<file path="src/pic_pkg.sv">
// Package of register offsets, field positions and encodings for the interrupt controller.
package pic_pkg;

  // Register byte offsets within the controller's memory-mapped window.
  localparam logic [7:0] PIC_OFF_PENDING  = 8'h00;
  localparam logic [7:0] PIC_OFF_MASK     = 8'h04;
  localparam logic [7:0] PIC_OFF_CONTROL  = 8'h10;
  localparam logic [7:0] PIC_OFF_MAP0     = 8'h20;
  localparam logic [7:0] PIC_OFF_MAP1     = 8'h24;
  localparam logic [7:0] PIC_OFF_TMRMAP   = 8'h28;

  // Control register fields.
  localparam int PIC_CTL_MODE_LSB   = 0;
  localparam int PIC_CTL_DET_LSB    = 2;
  localparam int PIC_CTL_GIE        = 10;
  localparam int PIC_CTL_MO_LSB     = 11;
  localparam int PIC_CTL_VCACHE     = 13;
  localparam int PIC_CTL_SAMPLE     = 14;
  localparam logic [31:0] PIC_CTL_WMASK  = 32'h0000_7FFF;
  localparam logic [31:0] PIC_MAP_WMASK  = 32'h0000_FFFF;
  localparam logic [31:0] PIC_TMAP_WMASK = 32'h00FF_0000;
  localparam logic [31:0] PIC_SRC_WMASK  = 32'h0000_30FF;
  localparam int PIC_TMAP_LSB       = 16;

  // Pending and mask bit positions of the timer sources.
  localparam int PIC_TIMER_REQUEST_0_BIT = 12;
  localparam int PIC_TIMER_REQUEST_1_BIT = 13;

  // Reset values.
  localparam logic [31:0] PIC_MASK_RST = 32'h0000_0000;
  localparam logic [31:0] PIC_REG_RST  = 32'h0000_0000;

  // Fixed low nibble of every dedicated vector and the cacheable pattern.
  localparam logic [3:0] PIC_VEC_LOW = 4'h2;

  // Debounce needs this many equal consecutive samples.
  localparam int PIC_DEBOUNCE_CNT = 3;

  // Cycles of the quick enable and disable operations and of the control operation.
  localparam int PIC_QUICK_CYCLES = 4;
  localparam int PIC_CTL_CYCLES   = 6;

  typedef enum logic [1:0] {
    PIC_MODE_DEDICATED = 2'b00,
    PIC_MODE_EXPANDED  = 2'b01,
    PIC_MODE_MIXED     = 2'b10,
    PIC_MODE_RSVD      = 2'b11
  } pic_mode_t;

  typedef enum logic [1:0] {
    PIC_MO_KEEP     = 2'b00,
    PIC_MO_CLR_DED  = 2'b01,
    PIC_MO_CLR_EXP  = 2'b10,
    PIC_MO_CLR_BOTH = 2'b11
  } pic_mo_t;

  typedef enum logic [1:0] {
    PIC_GOP_NONE    = 2'b00,
    PIC_GOP_DISABLE = 2'b01,
    PIC_GOP_ENABLE  = 2'b10,
    PIC_GOP_CONTROL = 2'b11
  } pic_gop_t;

endpackage : pic_pkg

</file>
<file path="src/pic_core.sv">
// Programmable interrupt controller: registers, detection and comparator.
//
// Notes on behaviour
// - Global enable bit 10 gates pins and timers, never the NMI.
// - Control bits 11-12 choose how delivery clears the mask.
// - NMI and software interrupts never clear the mask.
// - Bit 13 fetches vectors ending 0010 from internal RAM.
// - Bit 14 picks debounce or fast sampling; expanded inputs always debounce.
// - Dedicated vector is programmed upper nibble then fixed 0010.
// - Map 0 and 1 hold pin nibbles ascending; map 2 the timers.
// - Pending and mask bits 0-7 are pins, 12-13 the timers.
// - An asserted dedicated or timer source latches its pending bit.
// - A zero mask bit stops its pending source requesting service.
// - Mask bit 0 masks pin 0, or all expanded requests.
// - Sources still latch pending bits during an atomic modify; only requests pause.
// - Atomic access to pending or mask never drives the bus lock.
// - Delivery clears the pending bit unless a level stays active.
// - Atomically set pending bits request like the pin would.
// - Loads return one cycle later; stores take effect at once.
// - Quick enable and disable take four cycles; control takes more.
// - Init loads control and maps; mask and pending kept.
// - Posted priority compared continuously; pins and timers told only if higher, the NMI always.
// - Control bits 0-1 pick dedicated, expanded or mixed mode.
// - Bits 2-9 pick level or falling edge; NMI always edge.
// - Debounce needs three stable low samples before acceptance.
`timescale 1ns/1ns
`default_nettype none
module pic_core
  import pic_pkg::*;
(
  // Clock and reset
  input  wire logic        core_clk,
  input  wire logic        arst_n,
  input  wire logic        cold_rst,
  // Interrupt pins, active low, and timer requests
  input  wire logic [7:0]  external_request_pins_n,
  input  wire logic        nmi_pin_n,
  input  wire logic        timer_request_0,
  input  wire logic        timer_request_1,
  // Initialisation load from the control table
  input  wire logic        init_load,
  input  wire logic [31:0] init_control,
  input  wire logic [31:0] init_map0,
  input  wire logic [31:0] init_map1,
  input  wire logic [31:0] init_tmrmap,
  // Register access from the core
  input  wire logic        reg_rd,
  input  wire logic        reg_wr,
  input  wire logic        reg_atomic,
  input  wire logic [7:0]  reg_addr,
  input  wire logic [31:0] reg_wdata,
  input  wire logic [31:0] reg_wmask,
  output logic [31:0]      reg_rdata,
  output logic             reg_rvalid,
  output logic             bus_lock,
  // Quick enable operations
  input  wire logic        gie_op_start,
  input  wire logic [1:0]  gie_op,
  input  wire logic        gie_op_value,
  output logic             gie_op_done,
  output logic             gie_op_prev,
  // Comparator and delivery
  input  wire logic [4:0]  process_priority,
  output logic             irq_request,
  output logic [7:0]       irq_vector,
  output logic             irq_vector_cached,
  output logic             irq_nmi,
  input  wire logic        irq_ack,
  input  wire logic        sw_irq_ack
);

  ////////////////////////////////////////////////////////////////////////////
  // Registers.

  logic [31:0] control_q;
  logic [31:0] source_vector_map_0_q;
  logic [31:0] source_vector_map_1_q;
  logic [31:0] timer_vector_map_q;
  logic [31:0] source_mask_q;
  logic [31:0] source_mask_d;
  logic [31:0] pending_requests_q;
  logic [31:0] pending_requests_d;
  logic        nmi_pend_q;
  logic        exp_act_q;
  logic [7:0]  exp_vec_q;
  logic        atomic_hold_q;
  logic [2:0]  gop_cnt_q;
  logic [1:0]  gop_q;
  logic        gop_val_q;

  function automatic logic [3:0] map_nibble(input logic [31:0] m,
                                            input int n);
    map_nibble = m[n*4 +: 4];
  endfunction

  ////////////////////////////////////////////////////////////////////////////
  // Mode decode and pin sampling.

  pic_mode_t   mode;
  pic_mo_t     mo;
  logic        gie;
  logic        fast_debounce;
  logic [7:0]  ded_pins;
  logic [7:0]  pin_act;
  logic [7:0]  pin_act_prev_q;
  logic        nmi_act;
  logic        nmi_act_prev_q;
  logic [7:0]  pin_edge_det;

  assign mode          = pic_mode_t'(control_q[PIC_CTL_MODE_LSB +: 2]);
  assign mo            = pic_mo_t'(control_q[PIC_CTL_MO_LSB +: 2]);
  assign gie           = control_q[PIC_CTL_GIE];
  assign fast_debounce = control_q[PIC_CTL_SAMPLE];
  assign pin_edge_det  = control_q[PIC_CTL_DET_LSB +: 8];

  // Mixed mode keeps pins 5-7 dedicated; pins 0-4 form the vector.
  assign ded_pins = (mode == PIC_MODE_DEDICATED) ? 8'hFF :
                    (mode == PIC_MODE_MIXED)     ? 8'hE0 : 8'h00;

  for (genvar p = 0; p < 8; p++) begin : g_pin
    // Expanded pins always debounce; dedicated pins follow bit 14.
    pic_sampler #(.STAGES(PIC_DEBOUNCE_CNT)) u_smp (
      .core_clk (core_clk),
      .arst_n   (arst_n),
      .pin_n    (external_request_pins_n[p]),
      .debounce (fast_debounce | ~ded_pins[p]),
      .active   (pin_act[p])
    );
  end

  pic_sampler #(.STAGES(PIC_DEBOUNCE_CNT)) u_nmi (
    .core_clk (core_clk),
    .arst_n   (arst_n),
    .pin_n    (nmi_pin_n),
    .debounce (fast_debounce),
    .active   (nmi_act)
  );

  logic [1:0] tmr_sync1_q;
  logic [1:0] tmr_sync2_q;
  logic [1:0] tmr_prev_q;

  ////////////////////////////////////////////////////////////////////////////
  // Source events and levels in pending-register layout.

  logic [31:0] src_event;
  logic [31:0] src_level;
  logic [7:0]  pin_event;

  for (genvar p = 0; p < 8; p++) begin : g_evt
    assign pin_event[p] = ded_pins[p] &
      (pin_edge_det[p] ? (pin_act[p] & ~pin_act_prev_q[p]) : pin_act[p]);
  end

  always_comb begin
    src_event = 32'h0;
    src_level = 32'h0;
    src_event[7:0] = pin_event;
    src_event[PIC_TIMER_REQUEST_0_BIT] = tmr_sync2_q[0] & ~tmr_prev_q[0];
    src_event[PIC_TIMER_REQUEST_1_BIT] = tmr_sync2_q[1] & ~tmr_prev_q[1];
    src_level[7:0] = ded_pins & ~pin_edge_det & pin_act;
  end

  ////////////////////////////////////////////////////////////////////////////
  // Comparator and arbitration.

  logic [31:0] eligible;
  logic [9:0]  arb_req;
  logic [79:0] arb_vec;
  logic        arb_any;
  logic [3:0]  arb_idx;
  logic [7:0]  arb_vecw;
  logic [3:0]  arb_bit;
  logic        exp_ok;
  logic        take_exp;
  logic        hw_ok;
  logic        want_exp;

  // Expanded requests are gated by mask bit 0, dedicated ones by their own.
  assign eligible = pending_requests_q & source_mask_q & PIC_SRC_WMASK
                    & {18'h0, 2'b11, 4'h0, ded_pins};
  assign exp_ok   = exp_act_q & source_mask_q[0] & (mode != PIC_MODE_DEDICATED);

  for (genvar s = 0; s < 8; s++) begin : g_arb
    assign arb_req[s]        = eligible[s];
    assign arb_vec[s*8 +: 8] = {map_nibble(s < 4 ? source_vector_map_0_q
                                 : source_vector_map_1_q, s % 4),
                                PIC_VEC_LOW};
  end
  assign arb_req[8]      = eligible[PIC_TIMER_REQUEST_0_BIT];
  assign arb_req[9]      = eligible[PIC_TIMER_REQUEST_1_BIT];
  assign arb_vec[71:64]  = {timer_vector_map_q[PIC_TMAP_LSB +: 4],
                            PIC_VEC_LOW};
  assign arb_vec[79:72]  = {timer_vector_map_q[PIC_TMAP_LSB+4 +: 4],
                            PIC_VEC_LOW};

  pic_arbiter #(.NSRC(10)) u_arb (
    .req      (arb_req),
    .vec_flat (arb_vec),
    .any      (arb_any),
    .idx      (arb_idx),
    .vec      (arb_vecw)
  );

  assign arb_bit  = (arb_idx == 4'd8) ? 4'd12 :
                    (arb_idx == 4'd9) ? 4'd13 : arb_idx;
  assign take_exp = exp_ok && (!arb_any || exp_vec_q > arb_vecw);
  assign want_exp = gie && take_exp;
  // Priority is the vector's upper five bits.
  assign hw_ok    = gie && (take_exp || arb_any) &&
                    ((take_exp ? exp_vec_q[7:3] : arb_vecw[7:3])
                     > process_priority);

  assign irq_nmi           = nmi_pend_q;
  assign irq_request       = (nmi_pend_q || hw_ok) && !atomic_hold_q;
  assign irq_vector        = nmi_pend_q ? 8'hF8 :
                             (want_exp ? exp_vec_q : arb_vecw);
  assign irq_vector_cached = control_q[PIC_CTL_VCACHE] && !nmi_pend_q &&
                             (irq_vector[3:0] == PIC_VEC_LOW);

  ////////////////////////////////////////////////////////////////////////////
  // Pending and mask next state.

  logic        deliver_hw;
  logic        deliver_ded;
  logic        wr_pend;
  logic        wr_mask;
  logic [31:0] wmerge_pend;
  logic [31:0] wmerge_mask;
  logic [31:0] clr_pend;

  assign deliver_hw  = irq_ack && irq_request && !nmi_pend_q;
  assign deliver_ded = deliver_hw && !want_exp;
  assign wr_pend     = reg_wr && reg_addr == PIC_OFF_PENDING;
  assign wr_mask     = reg_wr && reg_addr == PIC_OFF_MASK;
  assign wmerge_pend = (pending_requests_q & ~reg_wmask) |
                       (reg_wdata & reg_wmask);
  assign wmerge_mask = (source_mask_q & ~reg_wmask) | (reg_wdata & reg_wmask);
  assign clr_pend    = deliver_ded ? (32'h1 << arb_bit) : 32'h0;

  always_comb begin
    pending_requests_d = wr_pend ? wmerge_pend : pending_requests_q;
    pending_requests_d = (pending_requests_d & ~clr_pend) | src_event
                         | src_level;
    source_mask_d = wr_mask ? wmerge_mask : source_mask_q;
    // Clearing the mask ignores NMI and software-acknowledged (sw_irq_ack) deliveries.
    if (deliver_hw && !sw_irq_ack) begin
      if ((mo == PIC_MO_CLR_BOTH) ||
          (mo == PIC_MO_CLR_DED && !want_exp) ||
          (mo == PIC_MO_CLR_EXP && want_exp)) begin
        source_mask_d = PIC_MASK_RST;
      end
    end
  end

  ////////////////////////////////////////////////////////////////////////////
  // Sequential state.

  always_ff @(posedge core_clk or negedge arst_n) begin
    if (!arst_n) begin
      source_mask_q  <= PIC_MASK_RST;
      nmi_pend_q     <= 1'b0;
      pin_act_prev_q <= 8'h00;
      nmi_act_prev_q <= 1'b0;
      tmr_sync1_q    <= 2'b00;
      tmr_sync2_q    <= 2'b00;
      tmr_prev_q     <= 2'b00;
      exp_act_q      <= 1'b0;
      exp_vec_q      <= 8'h00;
      atomic_hold_q  <= 1'b0;
    end else begin
      source_mask_q  <= source_mask_d & PIC_SRC_WMASK;
      pin_act_prev_q <= pin_act;
      nmi_act_prev_q <= nmi_act;
      tmr_sync1_q    <= {timer_request_1, timer_request_0};
      tmr_sync2_q    <= tmr_sync1_q;
      tmr_prev_q     <= tmr_sync2_q;
      nmi_pend_q     <= (nmi_act & ~nmi_act_prev_q) |
                        (nmi_pend_q & ~(irq_ack & irq_request));
      exp_act_q      <= |(pin_act & ~ded_pins);
      exp_vec_q      <= pin_act & ~ded_pins;
      // A locked modify holds requests for the one cycle after its read.
      atomic_hold_q  <= reg_rd && reg_atomic &&
                        (reg_addr == PIC_OFF_PENDING ||
                         reg_addr == PIC_OFF_MASK);
    end
  end

  // Pending has no reset value of its own; a cold reset clears it.
  always_ff @(posedge core_clk) begin
    if (cold_rst) begin
      pending_requests_q <= PIC_REG_RST;
    end else begin
      pending_requests_q <= pending_requests_d & PIC_SRC_WMASK;
    end
  end

  ////////////////////////////////////////////////////////////////////////////
  // Control, mapping and quick enable operations.

  logic ctl_wr;
  logic gop_fire;

  assign ctl_wr   = reg_wr && reg_addr == PIC_OFF_CONTROL;
  assign gop_fire = (gop_cnt_q == 3'd1);

  always_ff @(posedge core_clk or negedge arst_n) begin
    if (!arst_n) begin
      control_q             <= PIC_REG_RST;
      source_vector_map_0_q <= PIC_REG_RST;
      source_vector_map_1_q <= PIC_REG_RST;
      timer_vector_map_q    <= PIC_REG_RST;
      gop_cnt_q             <= 3'd0;
      gop_q                 <= PIC_GOP_NONE;
      gop_val_q             <= 1'b0;
      gie_op_prev           <= 1'b0;
    end else begin
      if (init_load) begin
        control_q             <= init_control & PIC_CTL_WMASK;
        source_vector_map_0_q <= init_map0 & PIC_MAP_WMASK;
        source_vector_map_1_q <= init_map1 & PIC_MAP_WMASK;
        timer_vector_map_q    <= init_tmrmap & PIC_TMAP_WMASK;
      end else begin
        if (ctl_wr) control_q <= reg_wdata & PIC_CTL_WMASK;
        if (reg_wr && reg_addr == PIC_OFF_MAP0)
          source_vector_map_0_q <= reg_wdata & PIC_MAP_WMASK;
        if (reg_wr && reg_addr == PIC_OFF_MAP1)
          source_vector_map_1_q <= reg_wdata & PIC_MAP_WMASK;
        if (reg_wr && reg_addr == PIC_OFF_TMRMAP)
          timer_vector_map_q <= reg_wdata & PIC_TMAP_WMASK;
        if (gop_fire && !ctl_wr) begin
          control_q[PIC_CTL_GIE] <= (gop_q == PIC_GOP_ENABLE) ? 1'b1 :
                                    (gop_q == PIC_GOP_DISABLE) ? 1'b0
                                    : gop_val_q;
        end
      end
      if (gop_cnt_q != 3'd0) begin
        gop_cnt_q <= gop_cnt_q - 3'd1;
      end else if (gie_op_start && gie_op != PIC_GOP_NONE) begin
        gop_q       <= gie_op;
        gop_val_q   <= gie_op_value;
        gie_op_prev <= gie;
        gop_cnt_q   <= (gie_op == PIC_GOP_CONTROL) ?
                       3'(PIC_CTL_CYCLES) : 3'(PIC_QUICK_CYCLES);
      end
    end
  end

  assign gie_op_done = gop_fire;

  ////////////////////////////////////////////////////////////////////////////
  // Read path with one cycle of latency.

  logic [31:0] rd_mux;

  assign rd_mux = (reg_addr == PIC_OFF_PENDING) ? pending_requests_q :
                  (reg_addr == PIC_OFF_MASK)    ? source_mask_q :
                  (reg_addr == PIC_OFF_CONTROL) ? control_q :
                  (reg_addr == PIC_OFF_MAP0)    ? source_vector_map_0_q :
                  (reg_addr == PIC_OFF_MAP1)    ? source_vector_map_1_q :
                  (reg_addr == PIC_OFF_TMRMAP)  ? timer_vector_map_q : 32'h0;

  always_ff @(posedge core_clk or negedge arst_n) begin
    if (!arst_n) begin
      reg_rdata  <= 32'h0;
      reg_rvalid <= 1'b0;
    end else begin
      reg_rvalid <= reg_rd;
      if (reg_rd) reg_rdata <= rd_mux;
    end
  end

  // Atomic modifies of controller registers stay on chip.
  assign bus_lock = 1'b0;

endmodule : pic_core
`default_nettype wire

</file>
<file path="src/pic_sampler.sv">
// Pin synchroniser with fast or debounce sampling for one active-low input.
`timescale 1ns/1ns
`default_nettype none
module pic_sampler
  import pic_pkg::*;
#(
  parameter int STAGES = PIC_DEBOUNCE_CNT
) (
  // Clock and reset
  input  wire logic core_clk,
  input  wire logic arst_n,
  // Pin and options
  input  wire logic pin_n,
  input  wire logic debounce,
  // Filtered active level, high while the pin is held low
  output logic      active
);

  initial begin
    if (STAGES < 2) $error("pic_sampler needs at least two stages");
  end

  logic              sync1_q;
  logic              sync2_q;
  logic [STAGES-1:0] hist_q;
  logic              active_q;
  logic              active_d;

  // Fast mode takes the synchronised level, debounce needs a stable run.
  assign active_d = debounce ? ((&hist_q) ? 1'b1 :
                                (~|hist_q) ? 1'b0 : active_q)
                             : hist_q[0];
  assign active   = active_q;

  always_ff @(posedge core_clk or negedge arst_n) begin
    if (!arst_n) begin
      sync1_q  <= 1'b0;
      sync2_q  <= 1'b0;
      hist_q   <= '0;
      active_q <= 1'b0;
    end else begin
      sync1_q  <= ~pin_n;
      sync2_q  <= sync1_q;
      hist_q   <= {hist_q[STAGES-2:0], sync2_q};
      active_q <= active_d;
    end
  end

endmodule : pic_sampler
`default_nettype wire

</file>
<file path="src/pic_arbiter.sv">
// Priority selection of the highest unmasked pending source.
`timescale 1ns/1ns
`default_nettype none
module pic_arbiter
  import pic_pkg::*;
#(
  parameter int NSRC = 10
) (
  // Candidate sources and their vectors
  input  wire logic [NSRC-1:0]   req,
  input  wire logic [NSRC*8-1:0] vec_flat,
  // Winner
  output logic                   any,
  output logic [$clog2(NSRC)-1:0] idx,
  output logic [7:0]             vec
);

  initial begin
    if (NSRC < 2) $error("pic_arbiter needs at least two sources");
  end

  // Higher vector number means higher priority; ties go to the lower index.
  always_comb begin
    any = 1'b0;
    idx = '0;
    vec = 8'h00;
    for (int i = 0; i < NSRC; i++) begin
      if (req[i] && (!any || vec_flat[i*8 +: 8] > vec)) begin
        any = 1'b1;
        idx = i[$clog2(NSRC)-1:0];
        vec = vec_flat[i*8 +: 8];
      end
    end
  end

endmodule : pic_arbiter
`default_nettype wire

</file>
<file path="config.mk">
export PLATFORM = sky130hd
export DESIGN_NAME = pic_core
export DESIGN_NICKNAME = d
export VERILOG_FILES = /design/src/pic_pkg.sv /design/src/pic_core.sv /design/src/pic_sampler.sv /design/src/pic_arbiter.sv
export SDC_FILE = /design/constraint.sdc
export NUM_CORES = 1
export LEC_CHECK = 0
export ABC_AREA = 1
export BUFFER_PORTS_ARGS = -buffer_cell sky130_fd_sc_hd__buf_4
export CAP_MARGIN = 0
export CORE_UTILIZATION = 50
export CTS_CLUSTER_SIZE = 10
export DETAILED_ROUTE_END_ITERATION = 12
export GPL_ROUTABILITY_DRIVEN = 0
export PLACE_DENSITY = 0.88
export RECOVER_POWER = 100
export SYNTH_ARGS = -nofsm -noshare
export SYNTH_HDL_FRONTEND = slang
export SYNTH_SLANG_ARGS = --single-unit
</file>
<file path="constraint.sdc">
create_clock -name core_clk -period 16.9 [get_ports core_clk]
set_clock_uncertainty 0.2 [all_clocks]
set_input_delay 2.535 -clock core_clk [delete_from_list [all_inputs] [get_ports core_clk]]
set_output_delay 2.535 -clock core_clk [all_outputs]
set_load 0.1 [all_outputs]
</file>
==> run metrics <==
status complete, but fails checks; failing checks max-capacitance violations, max-slew violations; Worst Setup SP control_q[1]; DR WL/cell 17.7 um; Slew headroom -2.39; Detailed Route Iter0 Violations 1463; Core Region about 20000 um^2; Worst-Margin Slew 5.09 ns; Initial Util 0.510; clock net sink count between 150 and 200; IO buf count 163; Gate Count Post-Synth 1276; Worst Path Arrival 14.12 ns; top-area cell type share of the netlist area 0.445; Syn. warnings 0; crit path max-delay cell type dfrtp_2; most frequent cell after synthesis nand2_1; DR vias/cell 5.78; Layout area overhead 24.3%; Distinct cells, synth 44; Post-synth EDFFs 0; Final min period 16.85 ns; fin crit share 0.997; sequential area share after synthesis 0.465; CTS clk-pin slew, worst paths 0.08 ns; Die H 143 um; via count 10056; R2R cell count 121; initial antenna violation count 0; worst r2r dst source_mask_q[13]; H-tree Lvls 4; CTS tree yes; total of max-cap violations 2; Pwr Density 99.8 nW/um^2; Post-synth top cells 335 x nand2_1, 177 x dfrtp_1, 166 x inv_1, 115 x o21ai_0, 106 x nor2_1; Leakage Power 6.20 nW; largest cells by area after synthesis dfrtp_1 44%, nand2_1 13%, inv_1 6.3%; largest area contributor in the netlist dfrtp_1; Peak VDD IR 91.0 uV; CP Class register to primary output; Max Root-Sink Buffers 2; Slowest Stage Delay on Critical Path 0.46 ns; total CTS buffers 17; reg2reg setup slack 2.06 ns; CP required 14.16 ns; Main synth FF type dfrtp_1; GR Overflow Total 0; HP Class register to register; crit path to irq_request; CTS root buf clkbuf_16; die area 20500 um^2; Seq cells post-synth approximately 190; critical path capture point type primary output; Avg Inst Size Synth 7.81 um^2; detailed-router iteration count before antenna repair 8; top-level I/O count 276; Tot Pwr 1.24 mW; Skew-Pair Late Insertion Delay 0.45 ns; post-route design area between 10000 and 15000 um^2; Most common cell on crit path nand2_1; asr flop ratio synth 0.947; Final Hold Vio Count 0; share of cells above drive strength 1 0.195; worst reg2reg startpoint control_q[1]; Crit path max-delay family simple AND/OR/NAND/NOR gates; final net count 1736; setup violators final 0; Die W 143 um; Worst Path Buf+Inv 16; Netlist Area Pre-Place around 10000 um^2; critical path launch point type register; num rows 51; largest net degree at the start of global routing 97; Final HPWL DP 21700 um; Cell Area, Placed 11400 um^2; drt drc 0; CP Max Fanout 8; Antenna Diode Count 0; post-route ant nets 0; cell depth of the worst setup path roughly 120; Tot GR Track Use 0.291; fmax 0.0593 GHz; Slew Viols, Final 180; Routed WL ~30000 um; first-pass GRT wire length 45100 um; number of global-route vias before repair 9071
==> cells in the final DEF, fill, tap and decap left out, types with 3 or more instances in the layout <==
master	synthesis	routed
buf_4	10	146
nor2_1	106	104
nand3_2	6	3
inv_6	0	3
nor3_1	11	11
dfrtp_1	177	176
o221ai_1	4	4
o21bai_1	4	4
nand3_1	55	56
dfxtp_1	10	10
nand2_4	3	11
conb_1	1	9
o21ai_2	0	13
o211ai_1	9	9
clkinv_1	4	4
o21ai_0	115	89
a21oi_2	0	5
o31ai_1	3	3
o21ai_1	1	14
inv_1	166	159
clkbuf_16	0	17
inv_2	5	7
a21oi_1	59	54
a221oi_1	3	3
clkbuf_1	21	36
nor4_1	5	4
clkinv_8	0	7
nand3_4	2	4
nand2_1	335	317
ha_4	0	6
a31oi_1	49	49
o21a_1	4	4
o22ai_1	6	6
nand4_1	16	16
ha_1	44	38
inv_4	0	5
clkbuf_4	0	13
nand2_2	18	32
==> worst min-delay path by stage <==
stage,startpoint,to,slack [ns],cells past startpoint
3_3_place_gp,g_pin[4].u_smp.sync1_q,g_pin[4].u_smp.sync2_q,0.13,0
2_1_floorplan,g_pin[0].u_smp.sync2_q,g_pin[0].u_smp.hist_q[0],0.13,0
4_1_cts,g_pin[2].u_smp.sync1_q,g_pin[2].u_smp.sync2_q,0.15,0
6_report,g_pin[2].u_smp.sync1_q,g_pin[2].u_smp.sync2_q,0.14,0
3_5_place_dp,g_pin[0].u_smp.sync2_q,g_pin[0].u_smp.hist_q[0],0.13,0
5_1_grt,tmr_sync1_q[0],tmr_sync2_q[0],0.16,0
==> flip-flops by register name, indices dropped and copies added, names as in the netlist, 3 cells and up <==
register               flops
g_pin.u_smp.active         8
gop_cnt_q                  3
reg_rdata                 24
source_vector_map_1_q     16
exp_vec_q                  8
pending_requests_q        10
source_mask_q             10
u_nmi.hist_q               3
control_q                 15
g_pin.u_smp.hist_q        24
pin_act_prev_q             8
timer_vector_map_q         8
source_vector_map_0_q     16
g_pin.u_smp.sync2_q        8
g_pin.u_smp.sync1_q        8
==> metal layers <==
| layer | part of all wire | global-route usage |
|---|---|---|
| met5 | 0 | 0 |
| met3 | 0.11 | 0.0597 |
| met4 | 0.062 | 0.171 |
| met1 | 0.36 | 0.362 |
| met2 | 0.46 | 0.468 |
==> what timing repair did <==
item	in CTS	in global routing
gates cloned	0	4
endpoints found under the setup margin	1	10
pin swaps	1	49
buffers inserted	0	25
hold buffers	0	0
resized for setup	15	87
==> cell families after synthesis <==
| logic type | count (synthesis) | synth area share |
|---|---|---|
| AOI/OAI and AO/OA | 259 | 0.145 |
| xor gates and xnor gates | 1 | 0.000879 |
| adders and majority gates | 44 | 0.0552 |
| buffers and inverters | 216 | 0.0868 |
| DFF | 187 | 0.465 |
| muxes | 1 | 0.00113 |
| other | 1 | 0.000376 |
| and+or+nand+nor | 567 | 0.246 |
==> layout make-up <==
cell class / count / area [um^2]
flip-flops and latches: 187 / 4630
clock inverters: 15 / 196
fillers: 1598 / 7140
inverters: 176 / 674
well taps: 265 / 332
multi-input cells: 885 / 4780
clock buffers: 17 / 425
repair buffers: 196 / 1350
==> power by group <==
group / switching, mW / internal [mW]
Clock: 0.205 / 0.202
Sequential: 0.0458 / 0.493
Combinational: 0.203 / 0.0869
==> through the flow <==
stage | TNS, ns | hold slack, ns | utilization | setup slack (ns) | cells
2_1_floorplan | 0 | 0.131 | - | 1.10 | 1284
3_3_place_gp | 0 | 0.132 | 0.585 | 0.660 | 1680
3_5_place_dp | 0 | 0.135 | 0.585 | 0.162 | 1680
4_1_cts | 0 | 0.149 | 0.618 | 0.00126 | 1712
5_1_grt | -0.643 | 0.155 | 0.635 | -0.564 | 1741
6_report | 0 | 0.143 | 0.635 | 0.0475 | 1741
(Power assumes the default switching activity.)
